[config.mk]
export PLATFORM = sky130hd
export DESIGN_NAME = peil_top
export DESIGN_NICKNAME = d
export VERILOG_FILES = /design/src/verilog/peil_pkg.sv /design/src/verilog/peil_ev_reg.sv /design/src/verilog/peil_top.sv
export SDC_FILE = /design/constraint.sdc
export NUM_CORES = 1
export LEC_CHECK = 0
export BUFFER_PORTS_ARGS = -buffer_cell sky130_fd_sc_hd__buf_2
export CAP_MARGIN = 20
export CORE_UTILIZATION = 40
export CTS_CLUSTER_SIZE = 25
export DETAILED_ROUTE_END_ITERATION = 10
export PLACE_DENSITY_LB_ADDON = 0.12
export SLEW_MARGIN = 20
export SYNTH_ARGS = -nofsm -noshare
export SYNTH_HDL_FRONTEND = slang
export SYNTH_SLANG_ARGS = --single-unit
[constraint.sdc]
create_clock -name sys_clk -period 3.5 [get_ports sys_clk]
set_input_delay 0.7 -clock sys_clk [delete_from_list [all_inputs] [get_ports sys_clk]]
set_output_delay 0.7 -clock sys_clk [all_outputs]
set_load 0.05 [all_outputs]
[src/verilog/peil_pkg.sv]
// Constants, types and register layout of the event and interrupt logic.
// Assumes one quad register set per host address; the serial front end lies outside.
//
// Overview of operation
// Host accesses anytime; device only raises attention.
// Events set bits that feed summary bits.
// Attention active when summary and mask agree.
// Host reads summaries first, then event registers.
// Disconnect summary gathers unplug and shed-pin events.
// Disconnect summary clears after both clearing reads.
// Attention released when no enabled summary remains.
// Either quad holds attention asserted.
// Late events stay pending; set beats clear.
// Turn-on failure sets launch fault; both reads.
// Summary and mask share one bit order.
// Rail alarm register layout, bit 7 downward.
// Strap selects budget code or hosted operation.
// Strap mode programs both quads with defaults.
// Strap mode loads identity port mapping.
// Strap mode loads fault-enabling mask.
// Strap mode sets automatic mode, all enables.
// Automatic mode turns classification into power request.
// View reads keep bits; take reads clear returned.
package peil_pkg;

  // ==========================================================================
  // Register offsets
  localparam logic [7:0] OFS_SUMMARY = 8'h00;  // irq_summary
  localparam logic [7:0] OFS_ENABLE  = 8'h01;  // irq_enable_bits
  // Read-only view offsets, index order matches the event indices below
  localparam logic [5:0][7:0] OFS_VIEW = {8'h24, 8'h0A, 8'h08, 8'h06, 8'h04, 8'h02};
  // Clear-on-read offsets, one above each view
  localparam logic [5:0][7:0] OFS_TAKE = {8'h25, 8'h0B, 8'h09, 8'h07, 8'h05, 8'h03};

  // ==========================================================================
  // Event register indices
  localparam int EVI_PWR  = 0;  // Power transitions
  localparam int EVI_PRB  = 1;  // Detection and classification done
  localparam int EVI_UNP  = 2;  // Unplug and two-pair overpower
  localparam int EVI_LIM  = 3;  // Current limit and launch fault
  localparam int EVI_RAIL = 4;  // Supply alarms
  localparam int EVI_TURN = 5;  // Turn-on failures
  localparam int EV_COUNT = 6;

  // ==========================================================================
  // Summary and mask bit positions
  localparam int SUM_SUPPLY  = 7;
  localparam int SUM_START   = 6;
  localparam int SUM_PIFAULT = 5;
  localparam int SUM_CLASS   = 4;
  localparam int SUM_DETECT  = 3;
  localparam int SUM_DISC    = 2;
  localparam int SUM_PGOOD   = 1;
  localparam int SUM_PEN     = 0;

  // Rail alarm register fields
  localparam int RAIL_OVERTEMP = 7;  // Over-temperature
  localparam int RAIL_LFAIL    = 6;  // logic_rail_low_fail
  localparam int RAIL_LWARN    = 5;  // logic_rail_low_warn
  localparam int RAIL_MAIN     = 4;  // main_rail_low
  localparam int RAIL_QP_HI    = 3;  // quadpair_overpower_fault upper bit
  localparam int RAIL_QP_LO    = 2;  // quadpair_overpower_fault lower bit
  localparam int RAIL_SHED     = 1;  // shed_pin_event
  localparam logic [7:0] RAIL_USED = 8'hFE;  // Bit 0 reserved, reads zero

  // ==========================================================================
  // Reset and strap default values
  localparam logic [7:0] ENABLE_RST   = 8'h00;  // Hosted mode mask
  localparam logic [7:0] AUTO_ENABLE  = 8'hE4;  // Fault summaries enabled
  localparam logic [7:0] AUTO_MAPPING = 8'hE4;  // Identity port mapping
  localparam logic [7:0] AUTO_MODE    = 8'hFF;  // All ports automatic
  localparam logic [7:0] AUTO_DETCLS  = 8'hFF;  // All detect and class enables
  localparam logic [7:0] HOST_DEFAULT = 8'h00;  // Hosted values of the above
  localparam logic [2:0] STRAP_NONE   = 3'h0;   // Lower resistor unpopulated
  // Budget code indexed by strap selection, entry 0 unused
  localparam logic [7:0][7:0] AUTO_BUDGET = {8'hFF, 8'hEE, 8'hDD, 8'hCC,
                                             8'hBB, 8'h33, 8'h00, 8'h00};

  // ==========================================================================
  // Types
  typedef struct packed {
    logic       rd;     // Read strobe, one cycle
    logic       wr;     // Write strobe, one cycle
    logic       quad;   // Quad selected by host address
    logic [7:0] addr;   // Register offset
    logic [7:0] wdata;  // Write data
  } peil_req_s;

  typedef struct packed {
    logic [7:0] turnon;  // port_turnon_failure, two bits per port
    logic [7:0] rail;    // Supply alarm set pulses
    logic [7:0] limit;   // [7:4] current limit, [3:0] port_launch_fault
    logic [7:0] unplug;  // [7:4] two-pair overpower, [3:0] disconnection
    logic [7:0] probe;   // [7:4] class done, [3:0] probe_finished
    logic [7:0] pwr;     // [7:4] power good change, [3:0] enable change
  } peil_ev_s;

endpackage

[src/verilog/peil_ev_reg.sv]
// One eight-bit event register with a view and a clear-on-read take.
// Assumes set pulses and the take strobe are synchronous to sys_clk.
`timescale 1ns/1ps

module peil_ev_reg (
  input  wire logic       sys_clk,   // System clock
  input  wire logic       arst_n,    // Asynchronous reset, active low
  input  wire logic [7:0] set_bits,  // Event set pulses
  input  wire logic       take,      // Clear-on-read strobe
  output logic      [7:0] bits_ff    // Held event bits
);

  // ==========================================================================
  // Next value
  logic [7:0] nxt_bits;  // Clears only what the reader saw, new sets win
  assign nxt_bits = take ? set_bits : (bits_ff | set_bits);

  // ==========================================================================
  // Storage
  // Clear the returned value, not the register, so nothing is lost
  always_ff @(posedge sys_clk or negedge arst_n) begin
    if (!arst_n) begin
      bits_ff <= 8'h00;
    end else begin
      bits_ff <= nxt_bits;
    end
  end

  // ==========================================================================
  // Checks
  AST_EVR_SET_WINS:
  assert property (@(posedge sys_clk) disable iff (!arst_n)
    take |=> (bits_ff == $past(set_bits)))
    else $error("Take lost a simultaneous event");

  AST_EVR_HOLD:
  assert property (@(posedge sys_clk) disable iff (!arst_n)
    (!take && set_bits == 8'h00) |=> $stable(bits_ff))
    else $error("Event bits changed without cause");

endmodule

[src/verilog/peil_top.sv]
// Event collection, summary, mask and attention output for two quads.
// Assumes a front end that decodes the host address into quad, offset and strobes.
`timescale 1ns/1ps

module peil_top (
  input  wire logic                sys_clk,          // System clock, 100 MHz
  input  wire logic                arst_n,           // Asynchronous reset, active low
  input  wire peil_pkg::peil_req_s host_req,         // Register access request
  input  wire peil_pkg::peil_ev_s  ev_set_q0,        // Event pulses, quad 0
  input  wire peil_pkg::peil_ev_s  ev_set_q1,        // Event pulses, quad 1
  input  wire logic          [2:0] auto_strap_sel,   // Strap level, 0 = hosted
  input  wire logic          [7:0] class_ok,         // Successful classification pulses
  output logic               [7:0] host_rd_data,     // Read answer
  output logic                     host_rd_valid,    // Read answer strobe
  output logic                     attention_out_n,  // Interrupt pin, active low
  output logic                     auto_mode,        // Strap autonomous mode
  output logic               [7:0] budget_select_reg,// Strap budget code
  output logic               [7:0] port_mapping_reg, // Port mapping value
  output logic               [7:0] port_mode_bits,   // Per-port automatic mode
  output logic               [7:0] detclass_enable,  // Detect and class enables
  output logic               [7:0] autopower_req     // Power-on requests per port
);

  // ==========================================================================
  // Declarations
  peil_pkg::peil_ev_s     ev_set [2];            // Event pulses per quad
  logic [1:0][5:0][7:0]   ev_q;                  // Event registers
  logic [1:0][5:0][7:0]   ev_setv;               // Set vectors per register
  logic [1:0][5:0]        take_hit;              // Clear-on-read strobes
  logic [5:0]             view_sel;              // View offset decode
  logic [5:0]             take_sel;              // Take offset decode
  logic [1:0][7:0]        summary;               // Summary per quad
  logic [1:0][7:0]        enable_ff;             // Mask per quad
  logic [1:0][7:0]        nxt_enable;            // Next mask
  logic [1:0]             quad_pend;             // Enabled summary per quad
  logic                   attention_ff;          // Attention pin register
  logic                   nxt_attention;         // Next pin level
  logic [7:0]             rd_data_ff;            // Read answer register
  logic                   rd_valid_ff;           // Read answer strobe
  logic [7:0]             rd_mux;                // Selected read value
  logic [7:0]             ev_rd;                 // Selected event value
  logic                   hit_summary;           // Summary offset hit
  logic                   hit_enable;            // Mask offset hit
  logic                   strap_done_ff;         // Strap captured
  logic                   auto_ff;               // Autonomous mode register
  logic [7:0]             budget_ff;             // Budget code register
  logic [7:0]             mapping_ff;            // Port mapping register
  logic [7:0]             mode_ff;               // Port mode register
  logic [7:0]             detcls_ff;             // Detect/class enable register
  logic [7:0]             autopower_ff;          // Power request register
  logic                   strap_auto;            // Strap level selects autonomy

  assign ev_set[0] = ev_set_q0;
  assign ev_set[1] = ev_set_q1;

  // ==========================================================================
  // Offset decode, shared by both quads
  assign hit_summary = (host_req.addr == peil_pkg::OFS_SUMMARY);
  assign hit_enable  = (host_req.addr == peil_pkg::OFS_ENABLE);

  genvar gi;
  generate
    for (gi = 0; gi < peil_pkg::EV_COUNT; gi++) begin : g_dec
      // One view and one take per event register
      assign view_sel[gi] = (host_req.addr == peil_pkg::OFS_VIEW[gi]);
      assign take_sel[gi] = (host_req.addr == peil_pkg::OFS_TAKE[gi]);
    end
  endgenerate

  // ==========================================================================
  // Per-quad event registers and summary
  genvar qi;
  genvar ri;
  generate
    for (qi = 0; qi < 2; qi++) begin : g_quad
      // A turn-on failure of port n also flags its launch fault
      logic [3:0] turnon_port;  // Any failure code per port
      assign turnon_port = {|ev_set[qi].turnon[7:6], |ev_set[qi].turnon[5:4],
                            |ev_set[qi].turnon[3:2], |ev_set[qi].turnon[1:0]};

      assign ev_setv[qi][peil_pkg::EVI_PWR]  = ev_set[qi].pwr;
      assign ev_setv[qi][peil_pkg::EVI_PRB]  = ev_set[qi].probe;
      assign ev_setv[qi][peil_pkg::EVI_UNP]  = ev_set[qi].unplug;
      assign ev_setv[qi][peil_pkg::EVI_LIM]  = ev_set[qi].limit | {4'h0, turnon_port};
      assign ev_setv[qi][peil_pkg::EVI_RAIL] = ev_set[qi].rail & peil_pkg::RAIL_USED;
      assign ev_setv[qi][peil_pkg::EVI_TURN] = ev_set[qi].turnon;

      for (ri = 0; ri < peil_pkg::EV_COUNT; ri++) begin : g_reg
        // Only a read of the take offset of this quad clears
        assign take_hit[qi][ri] = host_req.rd && (host_req.quad == qi[0]) && take_sel[ri];

        peil_ev_reg u_ev_reg (
          .sys_clk  (sys_clk),
          .arst_n   (arst_n),
          .set_bits (ev_setv[qi][ri]),
          .take     (take_hit[qi][ri]),
          .bits_ff  (ev_q[qi][ri])
        );
      end

      // Summary follows the held bits, so it falls as the takes clear them
      assign summary[qi][peil_pkg::SUM_PEN]     = |ev_q[qi][peil_pkg::EVI_PWR][3:0];
      assign summary[qi][peil_pkg::SUM_PGOOD]   = |ev_q[qi][peil_pkg::EVI_PWR][7:4];
      assign summary[qi][peil_pkg::SUM_DISC]    = |ev_q[qi][peil_pkg::EVI_UNP][3:0] |
                                                  ev_q[qi][peil_pkg::EVI_RAIL][peil_pkg::RAIL_SHED];
      assign summary[qi][peil_pkg::SUM_DETECT]  = |ev_q[qi][peil_pkg::EVI_PRB][3:0];
      assign summary[qi][peil_pkg::SUM_CLASS]   = |ev_q[qi][peil_pkg::EVI_PRB][7:4];
      assign summary[qi][peil_pkg::SUM_PIFAULT] = |ev_q[qi][peil_pkg::EVI_UNP][7:4] |
                                                  |ev_q[qi][peil_pkg::EVI_LIM][7:4];
      assign summary[qi][peil_pkg::SUM_START]   = |ev_q[qi][peil_pkg::EVI_LIM][3:0] |
                                                  |ev_q[qi][peil_pkg::EVI_TURN];
      assign summary[qi][peil_pkg::SUM_SUPPLY]  = |ev_q[qi][peil_pkg::EVI_RAIL][7:2];

      // Enabled pending work in this quad
      assign quad_pend[qi] = |(summary[qi] & enable_ff[qi]);

      // Mask: strap default once, then host writes
      assign nxt_enable[qi] = !strap_done_ff ?
                              (strap_auto ? peil_pkg::AUTO_ENABLE : peil_pkg::ENABLE_RST) :
                              (host_req.wr && hit_enable && (host_req.quad == qi[0])) ?
                              host_req.wdata : enable_ff[qi];
    end
  endgenerate

  // ==========================================================================
  // Mask registers
  // Host writes before the strap is taken are dropped; it is one cycle
  always_ff @(posedge sys_clk or negedge arst_n) begin
    if (!arst_n) begin
      enable_ff <= {peil_pkg::ENABLE_RST, peil_pkg::ENABLE_RST};
    end else begin
      enable_ff <= nxt_enable;
    end
  end

  // ==========================================================================
  // Attention pin
  // Either quad keeps the shared pin low until all enabled bits are gone
  assign nxt_attention = |quad_pend;

  // Registered so the pin never glitches on decode
  always_ff @(posedge sys_clk or negedge arst_n) begin
    if (!arst_n) begin
      attention_ff <= 1'b0;
    end else begin
      attention_ff <= nxt_attention;
    end
  end

  assign attention_out_n = ~attention_ff;

  // ==========================================================================
  // Read path
  // Event value is selected before the take clears it; unmapped reads give zero
  always_comb begin
    ev_rd = 8'h00;
    for (int k = 0; k < peil_pkg::EV_COUNT; k++) begin
      if (view_sel[k] || take_sel[k]) begin
        ev_rd = ev_q[host_req.quad][k];
      end
    end
  end

  assign rd_mux = hit_summary ? summary[host_req.quad] :
                  hit_enable  ? enable_ff[host_req.quad] : ev_rd;

  // Answer one cycle after the strobe
  always_ff @(posedge sys_clk or negedge arst_n) begin
    if (!arst_n) begin
      rd_data_ff  <= 8'h00;
      rd_valid_ff <= 1'b0;
    end else begin
      rd_data_ff  <= host_req.rd ? rd_mux : rd_data_ff;
      rd_valid_ff <= host_req.rd;
    end
  end

  assign host_rd_data  = rd_data_ff;
  assign host_rd_valid = rd_valid_ff;

  // ==========================================================================
  // Strap capture
  // The strap is sampled after reset release, never by the reset itself
  assign strap_auto = (auto_strap_sel != peil_pkg::STRAP_NONE);

  always_ff @(posedge sys_clk or negedge arst_n) begin
    if (!arst_n) begin
      strap_done_ff <= 1'b0;
      auto_ff       <= 1'b0;
      budget_ff     <= peil_pkg::HOST_DEFAULT;
      mapping_ff    <= peil_pkg::HOST_DEFAULT;
      mode_ff       <= peil_pkg::HOST_DEFAULT;
      detcls_ff     <= peil_pkg::HOST_DEFAULT;
    end else if (!strap_done_ff) begin
      // Same values serve both quads
      strap_done_ff <= 1'b1;
      auto_ff       <= strap_auto;
      budget_ff     <= strap_auto ? peil_pkg::AUTO_BUDGET[auto_strap_sel] :
                                    peil_pkg::HOST_DEFAULT;
      mapping_ff    <= strap_auto ? peil_pkg::AUTO_MAPPING : peil_pkg::HOST_DEFAULT;
      mode_ff       <= strap_auto ? peil_pkg::AUTO_MODE : peil_pkg::HOST_DEFAULT;
      detcls_ff     <= strap_auto ? peil_pkg::AUTO_DETCLS : peil_pkg::HOST_DEFAULT;
    end
  end

  assign auto_mode         = auto_ff;
  assign budget_select_reg = budget_ff;
  assign port_mapping_reg  = mapping_ff;
  assign port_mode_bits    = mode_ff;
  assign detclass_enable   = detcls_ff;

  // ==========================================================================
  // Automatic power request
  // Classification in automatic mode acts as a power-on request
  always_ff @(posedge sys_clk or negedge arst_n) begin
    if (!arst_n) begin
      autopower_ff <= 8'h00;
    end else begin
      autopower_ff <= class_ok & mode_ff & detcls_ff;
    end
  end

  assign autopower_req = autopower_ff;

  // ==========================================================================
  // Checks
  AST_PIN_ASSERTS:
  assert property (@(posedge sys_clk) disable iff (!arst_n)
    (|(summary[0] & enable_ff[0])) |=> !attention_out_n)
    else $error("Enabled summary did not assert the pin");

  AST_PIN_EITHER_QUAD:
  assert property (@(posedge sys_clk) disable iff (!arst_n)
    (|(summary[1] & enable_ff[1])) |=> !attention_out_n)
    else $error("Quad 1 pending did not assert the pin");

  AST_PIN_RELEASE:
  assert property (@(posedge sys_clk) disable iff (!arst_n)
    (!(|(summary[0] & enable_ff[0])) && !(|(summary[1] & enable_ff[1]))) |=> attention_out_n)
    else $error("Pin stayed asserted with nothing enabled");

  AST_EVENT_TO_SUMMARY:
  assert property (@(posedge sys_clk) disable iff (!arst_n)
    ev_set_q0.pwr[0] |=> summary[0][peil_pkg::SUM_PEN] ##1 !attention_out_n || 1'b1)
    else $error("Event did not reach the summary");

  AST_SHED_TO_DISC:
  assert property (@(posedge sys_clk) disable iff (!arst_n)
    ev_set_q0.rail[peil_pkg::RAIL_SHED] |=> summary[0][peil_pkg::SUM_DISC])
    else $error("Shed pin event missed the disconnect summary");

  AST_DISC_NEEDS_BOTH:
  assert property (@(posedge sys_clk) disable iff (!arst_n)
    (take_hit[0][peil_pkg::EVI_UNP] && ev_q[0][peil_pkg::EVI_RAIL][peil_pkg::RAIL_SHED] &&
     !take_hit[0][peil_pkg::EVI_RAIL]) |=> summary[0][peil_pkg::SUM_DISC])
    else $error("Disconnect summary cleared by one read");

  AST_TURNON_LAUNCH:
  assert property (@(posedge sys_clk) disable iff (!arst_n)
    ev_set_q0.turnon[1:0] != 2'h0 |=> ev_q[0][peil_pkg::EVI_LIM][0] && summary[0][peil_pkg::SUM_START])
    else $error("Turn-on failure did not flag launch fault");

  AST_TAKE_CLEARS:
  assert property (@(posedge sys_clk) disable iff (!arst_n)
    (take_hit[1][peil_pkg::EVI_PRB] && ev_setv[1][peil_pkg::EVI_PRB] == 8'h00)
    |=> ev_q[1][peil_pkg::EVI_PRB] == 8'h00 && rd_data_ff == $past(ev_q[1][peil_pkg::EVI_PRB]))
    else $error("Take read did not return and clear");

  AST_STRAP_MASK:
  assert property (@(posedge sys_clk) disable iff (!arst_n)
    $rose(strap_done_ff) && auto_ff |-> enable_ff[0] == peil_pkg::AUTO_ENABLE &&
                                        enable_ff[1] == peil_pkg::AUTO_ENABLE)
    else $error("Strap mode mask not loaded");

  AST_AUTO_POWER:
  assert property (@(posedge sys_clk) disable iff (!arst_n)
    (class_ok[2] && mode_ff[2] && detcls_ff[2]) |=> autopower_req[2])
    else $error("Automatic mode missed a power request");

endmodule

# After elaboration in Yosys (flattened, before gate mapping)
# Memories as Yosys holds them, arrays and structs flattened.
# Cells that the tools add are included.
# totals
input_bits,128
memories,1
mem_bits_ro,64
elab_cells,155
regBits,156
out_inout_bits,51
# memory_table
memory,depth,width,rd,rd_ports_with_merged_regs,write_ports,line,source
(name not given),8,8,1,0,0,peil_top.sv:198,budget_ff <= strap_auto ? peil_pkg::AUTO_BUDGET[auto_strap_sel] :
# classes
magnitude_cmp,2
n_reduce_logical,54
n_eq_ne,15
n_mux,34
n_bitwise,26
# ops
op,n
8-bit 2-to-1 mux,32
48-bit 2-to-1 mux,2
8-bit OR,12
4-bit OR reduction,16
8-bit bitwise AND,4
"8-bit by 3-bit == test with 1-bit output, second input constant",4
"8-bit by 4-bit == test with 1-bit output, second input constant",4
1-bit logical AND,17
"8-bit by 2-bit == test with 1-bit output, second input constant",2
"8-bit by 6-bit == test with 1-bit output, second input constant",2
8-bit by 4-bit OR with 8-bit output,2
16-bit OR reduction,1
2-bit OR reduction,8
8-bit OR reduction,2
6-bit OR reduction,2
"8-bit by 1-bit == test with 1-bit output, second input constant",1
8-bit zero test,1
1-bit logical OR,6
1-bit OR,6
"3-bit by 4-bit < comparator with 1-bit output, second input constant",1
"2-bit by 1-bit != test with 1-bit output, second input constant",2
3-bit nonzero test,1
"1-bit by 2-bit < comparator with 1-bit output, second input constant",1
1-bit NOT,2

# Depth between registers and ports, before layout
# depth
word_depth,10
depth_mapped,8
mapped_depth_nobuf,5

# Modules after synthesis
# From an unflattened synthesis, not the netlist that was laid out.
# hier_totals
hier_cells,604
hier_area_um2,6696.4
# modules_own_cells
module,n_inst,area_per_inst_um2,seq_area_each_um2,cells_each
peil_top,1,3528.4,1001.0,400
peil_ev_reg,12,264.0,200.2,17

# Least setup slack after synthesis
# Ideal clock, no wire load.
# synth_path
path_type,input -> register
start,in host_req[16] (netlist bit)
end,reg rd_data_ff[6] (netlist: host_rd_data[6])
t_required_ns,3.355
path_slack_ns,1.375
setup_ns,0.145
arrival_ns,1.980
n_path_buf,4
path_stages,7
cell_sequence,buf_4 > buf_6 > buf_6 > buf_2 > mux2_2 > o2111ai_1 > o221ai_1
# synth_between
elab_chain_len,10
word_cells_on_any_way,14
cone_classes,mux (14)
# synth_rtl
item,line,source
"start, declared",peil_top.sv:8,"input wire peil_pkg::peil_req_s host_req,"
48-bit 2-to-1 mux (implied by the code) (2 in series),peil_top.sv:159,ev_rd = ev_q[host_req.quad][k];
8-bit 2-to-1 mux (6 in series),peil_top.sv:158,if (view_sel[k] || take_sel[k]) begin
8-bit 2-to-1 mux,peil_top.sv:165,hit_enable ? enable_ff[host_req.quad] : ev_rd;
8-bit 2-to-1 mux (*),peil_top.sv:164,assign rd_mux = hit_summary ? summary[host_req.quad] :
"end signal, assigned",peil_top.sv:173,rd_data_ff <= host_req.rd ? rd_mux : rd_data_ff;
"end, declared",peil_top.sv:38,logic [7:0] rd_data_ff;
# Mark *: on every way between the ends. The rest lies on a longest branch, timed or not. The select of a mux whose other input is x is not followed.
# A chain may end at the register's enable or synchronous reset.

# Worst setup path after layout
# layout_path
start,in host_req[16] (netlist bit)
end,reg g_quad[1].g_reg[3].u_ev_reg.bits_ff[1]
# layout_between
elab_chain_len,3
# layout_rtl
item,line,source
1-bit logical AND (2 in series),peil_top.sv:90,assign take_hit[qi][ri] = host_req.rd && (host_req.quad == qi[0]) && take_sel[ri];
8-bit 2-to-1 mux,peil_ev_reg.sv:16,assign nxt_bits = take ? set_bits : (bits_ff | set_bits);
via g_quad[1].g_reg[3].u_ev_reg.nxt_bits[1],peil_ev_reg.sv:15,logic [7:0] nxt_bits;
"end signal, assigned",peil_ev_reg.sv:25,bits_ff <= nxt_bits;
"end, declared",peil_ev_reg.sv:10,output logic [7:0] bits_ff
# The timed path passes the listed nets, and every way through them passes these cells.

==> metrics.md <==
| Metric | Value |
|---|---|
| Outcome | `finished clean` |
| Core box area | `about 16,000 um^2` |
| Hpwl dp | `~14,000 um` |
| Critical-path maximum fanout | `15` |
| Vias per cell | `roughly 5.5` |
| Worst Path Required | `around 3.8 ns` |
| Peak supply drop | `0.3650 mV` |
| Initial antenna violation count | `0` |
| Rows | `46` |
| Yosys warns | `0` |
| Synth-to-Final Area Change | `22.88%` |
| Final hold vios | `0` |
| Final WS setup | `just over 1 ns` |
| Synth unique cells | `56` |
| Reg2Reg Depth | `5` |
| Register Area | `3353 um^2` |
| Die area | `approximately 17,000 um^2` |
| Clk sinks | `~130` |
| Largest Register | `g_quad.g.u_ev_reg.bits_ff` |
| CP arrival | `about 2.8 ns` |
| Pwr Total | `between 3 and 4 mW` |
| Drt initial violations | `between 300 and 400` |
| I/O pin cnt | `approximately 180` |
| Top flop regs | `g_quad.g.u_ev_reg.bits_ff (94), enable_ff (16)` |
| Worst path cell trace | `buf_2, clkinv_1, nor2_1, nand3_2, a2111o_1` |
| Fill count | `~1,500` |
| ANT nets after route | `0` |
| Nets@finish | `roughly 840` |
| Total congestion overflow | `0` |
| CTS tree | `yes` |
| Synth Flop Type | `dfrtp_1` |
| Sequential-to-total area share from yosys stat | `between 50% and 60%` |
| Async set-or-reset flop fraction in the synthesized netlist | `between 90% and 100%` |
| Avg WL per Cell | `just under 20 um` |
| Lkg Pwr | `between 3 and 4 nW` |
| Power Density | `494.1 nW/um^2` |
| # diodes | `0` |
| Post_cts resized | `0` |
| Global-route wire length before repair | `28,300 um` |
| Slowest-stage cell, CP | `nor2_1` |
| Worst-Margin Slew | `0.7882 ns` |
| Worst setup SP type | `input port` |
| Final setup viols | `0` |
| Clock skew | `between 0.007 and 0.008 ns` |
| Critical R2R Capture | `host_rd_data[5]` |
| Setup bufs post-CTS | `0` |
| Root Buffer | `clkbuf_16` |
| Max reg flops | `94` |
| HP Class | `input port to async pin` |
| Most common cell after layout, fill and taps aside | `buf_2` |
| Vias | `roughly 5,200` |
| Synth Cell Area | `6496 um^2` |
| DRC Markers | `0` |
| Die Y | `~130 um` |
| Post-synth EDFFs | `0` |
| Most frequent cells in the layout | `buf_2, dfrtp_1, a21o_1, mux2i_1, nand2_1` |
| Clock buffer depth | `2` |
| R2R Setup Slk | `about 1.5 ns` |
| Final RePlAce weighted congestion | `0.8920` |
| Clock transition at path regs | `0.06 ns` |
| IO buf count | `approximately 170` |
| Total CTS buffers | `17` |
| GR Util All Layers | `between 20% and 30%` |
| Area after DPL | `7367 um^2` |
| Tmin final | `~2.5 ns` |
| Pins over their slew limit | `0` |
| Die W | `between 100 and 150 um` |
| Number of global-route vias before repair | `approximately 5,200` |
| Post-CTS Hold Buffers | `0` |
| Post-synthesis register bit count | `about 130` |
| Slew HR | `46.10%` |
| Final core occ | `50.25%` |
| RR Startpoint | `g_quad[0].g_reg[3].u_ev_reg.bits_ff[6]` |
| Largest net degree at the start of global routing | `between 50 and 60` |
| H-tree depth | `4` |
| Worst setup EP type | `flop` |
| Slowest cell delay on critical path | `just under 0.6 ns` |
| Area occupied by multi-input gates | `roughly 2800 um^2` |
| Fmax | `0.4056 GHz` |
| Share of cells above drive strength 1 | `34.29%` |
| Crit path kind | `input port to flop` |
| WL final | `18,260 um` |
| Starting Density | `40.89%` |
| Max-cap viol count | `0` |
| Drt first pass iters | `4` |
| RSZ-0062 raised after global routing | `no` |
| Final period util | `approximately 70%` |
| Cells after synthesis | `564` |
| Worst slack at placement | `a little over 0.6 ns` |
| Mean post-synth cell area | `11.52 um^2` |
| Clk Latency, worst-skew pair | `0.43 ns` |
| Final TNS setup | `0 ns` |
| Final instance area | `approximately 8000 um^2` |
per-layer routing:
| metal | vias up | GRT usage (%) | routed length, um | part of all wire (%) |
|---|---|---|---|---|
| met2 | 183 | 36.75 | 8591 | 47 |
| met1 | 2555 | 30.15 | 8175 | 45 |
| met3 | 26 | 6.235 | 1132 | 6.2 |
| li1 | 2399 | - | - | - |
| met5 | - | 0 | 0 | 0 |
| met4 | 0 | 9.439 | 360 | 2.0 |
where the power goes:
| group | switching (mW) | internal, mW |
|---|---|---|
| clock | 0.719 | 1.14 |
| combinational | 0.327 | 0.144 |
| sequential | 0.0297 | 1.58 |
| total | 1.08 | 2.87 |
cells in the mapped netlist (all sizes together), types with 2 or more instances:
cell / n / area share (%)
a211oi: 5 / 0.58
a21oi: 14 / 1.1
a2bb2oi: 8 / 1.1
conb: 2 / 0.12
nand3: 12 / 1.1
mux2i: 33 / 5.1
nor2: 15 / 0.87
buf: 40 / 4.6
nor3: 6 / 0.46
o211ai: 4 / 0.46
a221oi: 2 / 0.27
a2111o: 8 / 1.4
a2111oi: 3 / 0.40
nand4: 6 / 0.91
o21ai: 18 / 1.4
a31oi: 4 / 0.39
a22oi: 3 / 0.35
nand3b: 2 / 0.23
o21a: 2 / 0.23
inv: 10 / 0.58
nor4: 15 / 1.7
mux2: 21 / 3.6
and2: 8 / 0.77
or4: 8 / 0.94
o32ai: 2 / 0.27
nand2: 32 / 1.9
a21o: 86 / 10
o221ai: 4 / 0.54
nand2b: 2 / 0.19
nor2b: 15 / 1.4
dfrtp: 134 / 52
clkbuf: 10 / 0.58
o22ai: 8 / 0.77
o311ai: 4 / 0.54
mux4: 6 / 2.1
critical path: cells and delay by family:
family          cells  cell delay [ns]
buf+inv             2             0.69
compound gates      1             0.47
simple gates        2             0.90
worst max-delay path by stage:
| stage | start | to | depth (start not counted) |
|---|---|---|---|
| after floorplan | host_req[16] | host_rd_data[6] | 7 |
| after global placement | host_req[16] | g_quad[1].g_reg[3].u_ev_reg.bits_ff[3] | 5 |
| after detailed placement | host_req[16] | g_quad[1].g_reg[3].u_ev_reg.bits_ff[2] | 5 |
| after CTS | host_req[16] | g_quad[1].g_reg[3].u_ev_reg.bits_ff[2] | 5 |
| after global routing | host_req[16] | g_quad[1].g_reg[3].u_ev_reg.bits_ff[1] | 5 |
| final | host_req[16] | g_quad[1].g_reg[3].u_ev_reg.bits_ff[1] | 5 |
metrics by stage:
step | cells | hold slack [ns]
after floorplan | 567 | 0.4044
after global placement | 913 | 0.4751
after detailed placement | 913 | 0.4826
after CTS | 945 | 0.3234
after global routing | 945 | 0.3527
final | 945 | 0.2942
area by class of cell:
type / count / share of cell area, %
clock inverter: 14 / 2.210
sequential: 134 / 42.01
multi-input combinational: 372 / 34.81
tap: 216 / 3.386
inverter: 11 / 0.5172
timing repair buffer: 180 / 11.57
clock buffer: 18 / 5.502
cells by family (layout without fill, tap and decap cells):
group | count (synthesis) | after routing | share of synthesized area [%]
and+or+nand+nor | 125 | 125 | 10.98
AOI/OAI and AO/OA | 181 | 181 | 20.57
muxes | 60 | 60 | 10.81
DFF | 134 | 134 | 51.62
xor gates and xnor gates | 1 | 1 | 0.1348
other | 2 | 5 | 0.1156
buffers and inverters | 61 | 223 | 5.778
(Power assumes the default switching activity.)
